## src/hw/attn_spi_pkg.sv

```systemverilog
package attn_spi_pkg;

  // frame layout: flag, two select bits, ten data bits, msb first
  localparam int         DATA_BITS  = 10;
  localparam logic [3:0] FRAME_LAST = 4'hd;   // 13 bits in a frame
  localparam logic [3:0] ADDR_TAKEN = 4'h2;   // bits taken before the edge that takes the low select
  localparam logic [3:0] READ_FIRST = 4'h4;   // first rise on which the host samples read data

  // register selects
  localparam logic [1:0] REG_CODE = 2'h0;
  localparam logic [1:0] REG_UP   = 2'h1;
  localparam logic [1:0] REG_DOWN = 2'h2;
  localparam logic [1:0] REG_COMP = 2'h3;

  localparam int         COMP_EN_BIT  = 9;
  localparam int         COMP_LVL_BIT = 8;
  localparam logic [9:0] REG_RESET    = 10'h000;
  localparam logic [9:0] CODE_MAX     = 10'h3ff;
  localparam logic [9:0] CODE_MIN     = 10'h000;
  localparam logic [10:0] STEPS_MAX   = 11'h7ff;

  // pin synchroniser lanes in the device
  localparam int         PIN_W     = 9;
  localparam int         P_SCLK    = 0;
  localparam int         P_CS_N    = 1;
  localparam int         P_MOSI    = 2;
  localparam int         P_UP_N    = 3;
  localparam int         P_DOWN_N  = 4;
  localparam int         P_MODE    = 5;
  localparam int         P_SRC     = 6;
  localparam int         P_REFSEL  = 7;
  localparam int         P_COMP    = 8;
  localparam logic [8:0] PIN_RESET = 9'h01a;  // chip select and step pins idle high

  // host timing
  localparam int         SYS_CLK_NS   = 20;
  localparam int         SCLK_HALF_NS = 160;
  localparam int         STEP_LOW_NS  = 320;
  localparam logic [4:0] SCLK_HALF_CYC = 5'((SCLK_HALF_NS + SYS_CLK_NS - 1) / SYS_CLK_NS);
  localparam logic [4:0] STEP_LOW_CYC  = 5'((STEP_LOW_NS + SYS_CLK_NS - 1) / SYS_CLK_NS);

  // host register offsets (byte addresses)
  localparam logic [7:0] WB_CMD    = 8'h00;
  localparam logic [7:0] WB_STATUS = 8'h04;
  localparam logic [7:0] WB_RDATA  = 8'h08;
  localparam logic [7:0] WB_PINS   = 8'h0c;
  localparam logic [7:0] WB_STEP   = 8'h10;

  typedef enum logic [2:0] {H_IDLE, H_FRAME, H_TAIL, H_STEP, H_GAP} host_state_t;

endpackage

```

## src/hw/attn_spi_if.sv

```systemverilog
`timescale 1ns/1ps
interface attn_spi_if;
  logic cs_n;
  logic sclk;
  logic mosi;
  logic miso;
  logic miso_oe;
  logic miso_line;
  logic up_n;
  logic down_n;
  logic mode;
  logic src_sel;
  logic ref_sel;

  // undriven data output reads high, as with a pull-up
  assign miso_line = miso_oe ? miso : 1'b1;

  modport device (
    input  cs_n, sclk, mosi, up_n, down_n, mode, src_sel, ref_sel,
    output miso, miso_oe
  );

  modport host (
    output cs_n, sclk, mosi, up_n, down_n, mode, src_sel, ref_sel,
    input  miso_line
  );
endinterface

```

## src/hw/attn_spi_device.sv

```systemverilog
`timescale 1ns/1ps
module attn_spi_device (
  input  wire logic       i_sys_clk,
  input  wire logic       i_reset_n,
  input  wire logic       i_clk_en,
  attn_spi_if.device      bus,
  input  wire logic       i_comp_level,
  output logic [9:0]      o_dac_code,
  output logic            o_dac_enable,
  output logic            o_ctrl_path_en,
  output logic            o_dac_to_attn,
  output logic            o_comp_route,
  output logic            o_dac_on_ctrl,
  output logic            o_use_ext_ref,
  output logic            o_comp_out
);

  logic [8:0]  s1_q;
  logic [8:0]  s2_q;
  logic [8:0]  s3_q;
  logic [8:0]  pin_q;
  logic [8:0]  prev_q;
  logic [8:0]  raw;
  logic        sclk_rise;
  logic        sclk_fall;
  logic        cs_rise;
  logic        up_rise;
  logic        down_rise;
  logic [3:0]  bit_cnt_q;
  logic [12:0] shift_in_q;
  logic [9:0]  tx_q;
  logic        oe_q;
  logic [9:0]  code_q;
  logic [9:0]  up_inc_q;
  logic [9:0]  down_inc_q;
  logic        comp_en_q;
  logic [10:0] up_steps_q;
  logic [10:0] down_steps_q;
  logic [9:0]  step_code;
  logic        src;
  logic        mode;

  // clamp of m*r1 - n*r2 into the converter range
  function automatic logic [9:0] step_result(input logic [10:0] m, input logic [9:0] r1,
                                              input logic [10:0] n, input logic [9:0] r2);
    logic [22:0] diff;
    // products sized to 23 bits first, a bare product would keep only 11
    diff = 23'(m) * 23'(r1) - 23'(n) * 23'(r2);
    if (diff[22]) begin
      step_result = attn_spi_pkg::CODE_MIN;
    end else if (diff[21:10] != 12'h000) begin
      step_result = attn_spi_pkg::CODE_MAX;
    end else begin
      step_result = diff[9:0];
    end
  endfunction

  // word returned for a read of the given select
  function automatic logic [9:0] read_word(input logic [1:0] sel);
    unique case (sel)
      attn_spi_pkg::REG_CODE: read_word = code_q;
      attn_spi_pkg::REG_UP:   read_word = up_inc_q;
      attn_spi_pkg::REG_DOWN: read_word = down_inc_q;
      attn_spi_pkg::REG_COMP: read_word = {comp_en_q, o_comp_out, 8'h00};
    endcase
  endfunction

  assign raw = {i_comp_level, bus.ref_sel, bus.src_sel, bus.mode, bus.down_n, bus.up_n,
                bus.mosi, bus.cs_n, bus.sclk};

  // three-stage synchroniser; a lane moves once stages two and three agree
  always_ff @(posedge i_sys_clk or negedge i_reset_n) begin
    if (!i_reset_n) begin
      s1_q   <= attn_spi_pkg::PIN_RESET;
      s2_q   <= attn_spi_pkg::PIN_RESET;
      s3_q   <= attn_spi_pkg::PIN_RESET;
      pin_q  <= attn_spi_pkg::PIN_RESET;
      prev_q <= attn_spi_pkg::PIN_RESET;
    end else if (i_clk_en) begin
      s1_q   <= raw;
      s2_q   <= s1_q;
      s3_q   <= s2_q;
      pin_q  <= (s2_q & s3_q) | (pin_q & (s2_q | s3_q));
      prev_q <= pin_q;
    end
  end

  assign sclk_rise = pin_q[attn_spi_pkg::P_SCLK] & ~prev_q[attn_spi_pkg::P_SCLK]
                     & ~pin_q[attn_spi_pkg::P_CS_N];
  assign sclk_fall = ~pin_q[attn_spi_pkg::P_SCLK] & prev_q[attn_spi_pkg::P_SCLK];
  assign cs_rise   = pin_q[attn_spi_pkg::P_CS_N] & ~prev_q[attn_spi_pkg::P_CS_N];
  assign up_rise   = pin_q[attn_spi_pkg::P_UP_N] & ~prev_q[attn_spi_pkg::P_UP_N];
  assign down_rise = pin_q[attn_spi_pkg::P_DOWN_N] & ~prev_q[attn_spi_pkg::P_DOWN_N];
  assign src       = pin_q[attn_spi_pkg::P_SRC];
  assign mode      = pin_q[attn_spi_pkg::P_MODE];

  // frame shifter; bits past the thirteenth are not taken
  always_ff @(posedge i_sys_clk or negedge i_reset_n) begin
    if (!i_reset_n) begin
      bit_cnt_q  <= 4'h0;
      shift_in_q <= 13'h0000;
    end else if (i_clk_en) begin
      if (pin_q[attn_spi_pkg::P_CS_N]) begin
        bit_cnt_q <= 4'h0;
      end else if (sclk_rise && bit_cnt_q != attn_spi_pkg::FRAME_LAST) begin
        shift_in_q <= {shift_in_q[11:0], pin_q[attn_spi_pkg::P_MOSI]};
        bit_cnt_q  <= bit_cnt_q + 4'h1;
      end
    end
  end

  // register writes land only on chip select rise after a full write frame
  always_ff @(posedge i_sys_clk or negedge i_reset_n) begin
    if (!i_reset_n) begin
      code_q     <= attn_spi_pkg::REG_RESET;
      up_inc_q   <= attn_spi_pkg::REG_RESET;
      down_inc_q <= attn_spi_pkg::REG_RESET;
      comp_en_q  <= 1'b0;
    end else if (i_clk_en) begin
      if (cs_rise && bit_cnt_q == attn_spi_pkg::FRAME_LAST && !shift_in_q[12]) begin
        unique case (shift_in_q[11:10])
          attn_spi_pkg::REG_CODE: code_q     <= shift_in_q[9:0];
          attn_spi_pkg::REG_UP:   up_inc_q   <= shift_in_q[9:0];
          attn_spi_pkg::REG_DOWN: down_inc_q <= shift_in_q[9:0];
          attn_spi_pkg::REG_COMP: comp_en_q  <= shift_in_q[attn_spi_pkg::COMP_EN_BIT];
        endcase
      end
    end
  end

  // read path: load on the rise that takes the low select, advance on falls
  always_ff @(posedge i_sys_clk or negedge i_reset_n) begin
    if (!i_reset_n) begin
      tx_q <= 10'h000;
      oe_q <= 1'b0;
    end else if (i_clk_en) begin
      if (pin_q[attn_spi_pkg::P_CS_N]) begin
        oe_q <= 1'b0;
      end else if (sclk_rise && bit_cnt_q == attn_spi_pkg::ADDR_TAKEN && shift_in_q[1]) begin
        tx_q <= read_word({shift_in_q[0], pin_q[attn_spi_pkg::P_MOSI]});
        oe_q <= 1'b1;
      end else if (sclk_fall && oe_q) begin
        if (bit_cnt_q == attn_spi_pkg::FRAME_LAST) begin
          oe_q <= 1'b0;
        end else if (bit_cnt_q != attn_spi_pkg::READ_FIRST - 4'h1) begin
          // first bit stands over the fall after its load, host samples it late
          tx_q <= {tx_q[8:0], 1'b0};
        end
      end
    end
  end

  assign bus.miso    = tx_q[9];
  assign bus.miso_oe = oe_q;

  assign step_code = step_result(up_steps_q, up_inc_q, down_steps_q, down_inc_q);

  // step counters; kept across mode changes, a step toward the end the code has saturated at is not counted
  always_ff @(posedge i_sys_clk or negedge i_reset_n) begin
    if (!i_reset_n) begin
      up_steps_q   <= 11'h000;
      down_steps_q <= 11'h000;
    end else if (i_clk_en && mode) begin
      if (!pin_q[attn_spi_pkg::P_UP_N] && !pin_q[attn_spi_pkg::P_DOWN_N]) begin
        up_steps_q   <= 11'h000;
        down_steps_q <= 11'h000;
      // other pin must have stayed high, so leaving a clear is not a step
      end else if (up_rise && pin_q[attn_spi_pkg::P_DOWN_N]
                   && prev_q[attn_spi_pkg::P_DOWN_N]) begin
        if (step_code != attn_spi_pkg::CODE_MAX && up_steps_q != attn_spi_pkg::STEPS_MAX) begin
          up_steps_q <= up_steps_q + 11'h001;
        end
      end else if (down_rise && pin_q[attn_spi_pkg::P_UP_N]
                   && prev_q[attn_spi_pkg::P_UP_N]) begin
        if (step_code != attn_spi_pkg::CODE_MIN && down_steps_q != attn_spi_pkg::STEPS_MAX) begin
          down_steps_q <= down_steps_q + 11'h001;
        end
      end
    end
  end

  // converter code and switch states, all registered
  always_ff @(posedge i_sys_clk or negedge i_reset_n) begin
    if (!i_reset_n) begin
      o_dac_code     <= attn_spi_pkg::REG_RESET;
      o_dac_enable   <= 1'b0;
      o_ctrl_path_en <= 1'b1;
      o_dac_to_attn  <= 1'b0;
      o_comp_route   <= 1'b0;
      o_dac_on_ctrl  <= 1'b0;
      o_use_ext_ref  <= 1'b0;
      o_comp_out     <= 1'b1;
    end else if (i_clk_en) begin
      o_dac_code     <= mode ? step_code : code_q;
      o_dac_enable   <= src | comp_en_q;
      o_ctrl_path_en <= ~src | comp_en_q;
      o_dac_to_attn  <= src;
      o_comp_route   <= ~src & comp_en_q;
      o_dac_on_ctrl  <= src & comp_en_q;
      o_use_ext_ref  <= pin_q[attn_spi_pkg::P_REFSEL];
      // comparator idles high so a trip reads as a high-to-low change
      o_comp_out     <= (~src & comp_en_q) ? pin_q[attn_spi_pkg::P_COMP] : 1'b1;
    end
  end

endmodule

```

## src/flat_wrapper.sv

```systemverilog
// flat-port wrapper written by rule: the top's interface ports become plain ports
module attn_spi_device_flat 
  (i_sys_clk, i_reset_n, i_clk_en, i_comp_level, o_dac_code, o_dac_enable, o_ctrl_path_en, o_dac_to_attn, o_comp_route, o_dac_on_ctrl, o_use_ext_ref, o_comp_out, bus_cs_n, bus_sclk, bus_mosi, bus_up_n, bus_down_n, bus_mode, bus_src_sel, bus_ref_sel, bus_miso, bus_miso_oe);
  attn_spi_if bus_i ();
  input  wire logic i_sys_clk;
  input  wire logic i_reset_n;
  input  wire logic i_clk_en;
  input  wire logic i_comp_level;
  output logic [9:0] o_dac_code;
  output logic o_dac_enable;
  output logic o_ctrl_path_en;
  output logic o_dac_to_attn;
  output logic o_comp_route;
  output logic o_dac_on_ctrl;
  output logic o_use_ext_ref;
  output logic o_comp_out;
  input wire logic [$bits(bus_i.cs_n)-1:0] bus_cs_n;
  input wire logic [$bits(bus_i.sclk)-1:0] bus_sclk;
  input wire logic [$bits(bus_i.mosi)-1:0] bus_mosi;
  input wire logic [$bits(bus_i.up_n)-1:0] bus_up_n;
  input wire logic [$bits(bus_i.down_n)-1:0] bus_down_n;
  input wire logic [$bits(bus_i.mode)-1:0] bus_mode;
  input wire logic [$bits(bus_i.src_sel)-1:0] bus_src_sel;
  input wire logic [$bits(bus_i.ref_sel)-1:0] bus_ref_sel;
  output wire logic [$bits(bus_i.miso)-1:0] bus_miso;
  output wire logic [$bits(bus_i.miso_oe)-1:0] bus_miso_oe;
  assign bus_i.cs_n = bus_cs_n;
  assign bus_i.sclk = bus_sclk;
  assign bus_i.mosi = bus_mosi;
  assign bus_i.up_n = bus_up_n;
  assign bus_i.down_n = bus_down_n;
  assign bus_i.mode = bus_mode;
  assign bus_i.src_sel = bus_src_sel;
  assign bus_i.ref_sel = bus_ref_sel;
  assign bus_miso = bus_i.miso;
  assign bus_miso_oe = bus_i.miso_oe;
  attn_spi_device u_core (.i_sys_clk(i_sys_clk), .i_reset_n(i_reset_n), .i_clk_en(i_clk_en), .bus(bus_i), .i_comp_level(i_comp_level), .o_dac_code(o_dac_code), .o_dac_enable(o_dac_enable), .o_ctrl_path_en(o_ctrl_path_en), .o_dac_to_attn(o_dac_to_attn), .o_comp_route(o_comp_route), .o_dac_on_ctrl(o_dac_on_ctrl), .o_use_ext_ref(o_use_ext_ref), .o_comp_out(o_comp_out));
endmodule
```

## config.mk

```make
export PLATFORM = sky130hd
export DESIGN_NAME = attn_spi_device_flat
export DESIGN_NICKNAME = d
export VERILOG_FILES = /design/src/hw/attn_spi_pkg.sv /design/src/hw/attn_spi_if.sv /design/src/hw/attn_spi_device.sv /design/src/flat_wrapper.sv
export SDC_FILE = /design/constraint.sdc
export NUM_CORES = 1
export LEC_CHECK = 0
export ABC_AREA = 1
export BUFFER_PORTS_ARGS = -buffer_cell sky130_fd_sc_hd__buf_2
export CORE_MARGIN = 4
export CORE_UTILIZATION = 35
export DETAILED_ROUTE_END_ITERATION = 7
export GPL_ROUTABILITY_DRIVEN = 0
export GPL_TIMING_DRIVEN = 1
export SYNTH_ARGS = -nofsm -noshare
export SYNTH_HDL_FRONTEND = slang
export SYNTH_SLANG_ARGS = --single-unit
```

## constraint.sdc

```tcl
create_clock -name i_sys_clk -period 6.6 [get_ports i_sys_clk]
set_clock_uncertainty 0.05 [all_clocks]
set_input_delay 1.32 -clock i_sys_clk [delete_from_list [all_inputs] [get_ports i_sys_clk]]
set_output_delay 1.32 -clock i_sys_clk [all_outputs]
set_load 0.1 [all_outputs]
```

==> flow_summary.ini <==
[outcome]
status = finished, violations left
violations = negative setup slack

[global_route]
overflow = 0
grt_pass1_vias = 12700
grt_usage_pct = 18.0
grt_pass1_wl_mm = 65.1
antenna_found_initial = 0
grt_max_degree = 91

[pwr]
power_density_nw_per_um2 = 133
combinationalPowerShare_pct = 19.3
total_power_mw = 2.38
clkPwrFrac_pct = 38.0
p_int_mw = 1.53
switching_share_pct = 35.6
ir_worst_vdd_uv = 199
seqPwrFrac_pct = 42.6
p_leak_nw = 10.3
p_switching_mw = 0.848

[placed_design]
place_area_sq_um = 16300
dpl_worst_slack_ns = -0.523
place.detailed.instances = 2586
hpwl_mm = 31.6
numPortBuffers = 30

[timing]
timing.final.ws_setup_ns = -0.293
worstMarginPinSlew_ns = 1.12
finalMaxSlewViolations = 0
fin_tns_setup_ns = -5.94
clock.fmax_mhz = 145
finalCriticalPeriod_ns = 6.89
relSlewSlack_pct = 24.9
rsz0062_at_grt = true
setup_viol = 29
hold_ws_ns = 0.421
hold_viol = 0
fin_crit_sh_pct = 104

[detailed_routing]
drc = 0
drt_iter0_drc = 915
ant_nets = 0
routed_via_density = 4.72
vias = 12500
drt-total-wl_mm = 39.8
wl_per_cell_microns = 15.0
first_pass_iters = 7

[worst_setup_path]
crit_path_frequent_cell = nand2_1
end_kind = flop
cp_data_arrival_time_ns = 7.22
worst-endpoint-required_ns = 6.93
r2r_slack_ns = -0.29
crit_family = adder cells
crit_type = reg2reg
regToRegEndpoint = u_core.down_steps_q[1]$_DFFE_PN0P_
start_kind = flop
crit_buf_inv = 8
max_stage_delay_ns = 0.54
critical_path_peak_fanout = 6
worstReg2RegStart = u_core.up_steps_q[4]$_DFFE_PN0P_
critPathSlowestCell = fa_1
ff2ff_path_depth = 36

[logic_synthesis]
synth-adder-area-share_pct = 33.5
synthMuxAreaShare_pct = 0
synth_cell_types = 36
synth-main-ff-cell = dfrtp_1
synthCells = 1955
synth_edf_count = 0
syn_nets = 2255
yosysWarnings = 0
synth_top_family_by_area = adder cells
synth-xor-area-share_pct = 1.07
syn-mean-instance-area_sq_um = 7.56
synthSimpleGateAreaFrac_pct = 22.3
synth_compound_area_share_pct = 5.55
netlist_area_sq_um = 14800
seq_area_frac_synth_pct = 23.5
ys_ff_latch = 138
async_reset_ff_share_pct = 100

[floorplanning]
pin_count = 31
initial_core_util_pct = 35.3
die_y_microns = 214
core_region_area_sq_um = 41900
die_w_microns = 214
num_rows = 75
die_area_sq_um = 45600

[clocking]
clock_latency_ns = 0.45
cts_inserted_buffers = 17
cts_tree = done
clockBufferDepth = 2
cts.sinks = 138
clkTransAtPathRegs_ns = 0.06
h-tree-depth = 4
cts-root-buf = clkbuf_16
ctsHoldBuffers = 0

[finish]
final_layout_size_suffix_gt1_share_pct = 19.8
regArea_sq_um = 3490
final_nets = 2401
nFillCells = 4177
area_growth_pct = 20.7
layout_commonest_cell = nand2_1
fin_area_sq_um = 17800
fin_util_pct = 42.6
stdcell_count = 2653
multi_input_area_sq_um = 9860
antenna_cells = 0
final_cell_mix = 551 x nand2_1, 450 x inv_1, 169 x fa_1

[job]
cap_viol_max_count = 0

[hold_path]
min_from = u_core.s1_q[7]$_DFFE_PN0P_
hold_end = u_core.s1_q[7]$_DFFE_PN0P_
hp-class = reg2reg
holdPathStages = 2
-- cells by family (layout without fill, tap and decap cells) --
logic type               after synthesis  in the layout
XOR/XNOR                              18             18
AO/OA/AOI/OAI                        154            154
AND/OR/NAND/NOR                      808            810
flip-flops                           138            138
buffers and inverters                549            706
adder cells (fa/ha/maj)              288            288
-- routing by layer --
| metal | track usage, % | wire length, microns | vias up |
|---|---|---|---|
| li1 | - | - | 6070 |
| met1 | 24.2 | 17200 | 6037 |
| met2 | 29.6 | 19100 | 346 |
| met3 | 2.84 | 2210 | 72 |
| met4 | 6.53 | 1230 | 0 |
| met5 | 0 | 0 | - |
-- how the worst max path moves through the flow --
stage	cells past startpoint	to	startpoint
floorplan	34	u_core.down_steps_q[0]$_DFFE_PN0P_	u_core.up_steps_q[7]$_DFFE_PN0P_
global placement	30	u_core.down_steps_q[7]$_DFFE_PN0P_	u_core.up_steps_q[7]$_DFFE_PN0P_
detailed placement	30	u_core.down_steps_q[10]$_DFFE_PN0P_	u_core.up_steps_q[7]$_DFFE_PN0P_
CTS	33	u_core.down_steps_q[6]$_DFFE_PN0P_	u_core.up_inc_q[2]$_DFFE_PN0P_
global route	37	u_core.down_steps_q[7]$_DFFE_PN0P_	u_core.up_inc_q[4]$_DFFE_PN0P_
finish	36	u_core.down_steps_q[1]$_DFFE_PN0P_	u_core.up_steps_q[4]$_DFFE_PN0P_
-- worst min-delay path, stage by stage (launching register included) --
cell	delay, ns
dfrtp_1	0.34
nand2_1	0.05
nand2_1	0.05
-- cells in the mapped netlist, types with 3 or more instances --
library cell,n,area share [%]
inv_2,13,0.33
fa_1,180,24
xor2_1,11,0.65
nor2_2,6,0.25
clkbuf_1,66,1.7
nand3b_1,3,0.15
ha_1,108,9.1
xnor2_1,7,0.41
nand4_1,8,0.34
buf_2,4,0.14
nand2_2,11,0.47
nor4_1,3,0.13
nand3_1,82,2.8
o211ai_1,8,0.41
o21ai_0,96,3.2
nor3_1,12,0.41
a21oi_1,33,1.1
inv_1,462,12
nor2_1,75,1.9
buf_1,3,0.076
a31oi_1,9,0.38
dfstp_2,17,3.0
nand2_1,595,15
nor3b_1,7,0.36
dfrtp_1,121,20
-- cell type report --
cell class                 count  share of cell area, %
sequential                   138                   19.6
multi-input combinational   1270                   55.3
timing repair buffer         199                   8.31
clock inverter                14                  0.652
clock buffer                  18                   2.41
inverter                     475                   10.0
tap                          539                   3.78
-- sequential cells by signal, indices dropped and copies added (netlist names), 10 cells and up --
signal	flops
u_core.shift_in_q	13
u_core.up_inc_q	10
u_core.down_inc_q	10
u_core.tx_q	10
u_core.o_dac_code	10
u_core.up_steps_q	11
u_core.down_steps_q	11
u_core.code_q	10
-- power groups by stage --
| stage | clock [mW] | sequential, mW | combinational (mW) |
|---|---|---|---|
| after floorplan | 0 | 1.15 | 0.177 |
| after global placement | 0 | 1.02 | 0.450 |
| after detailed placement | 0 | 1.02 | 0.456 |
| after CTS | 0.926 | 1.01 | 0.461 |
| after global routing | 0.958 | 1.03 | 0.504 |
| final | 0.905 | 1.01 | 0.460 |
-- repair_timing --
| action | CTS | global route |
|---|---|---|
| endpoints found under the setup margin | 32 | 32 |
| gates cloned | 3 | 0 |
| pin swaps | 51 | 54 |
| setup buffers | 29 | 11 |
| resized for setup | 111 | 73 |
(Power assumes the default switching activity.)
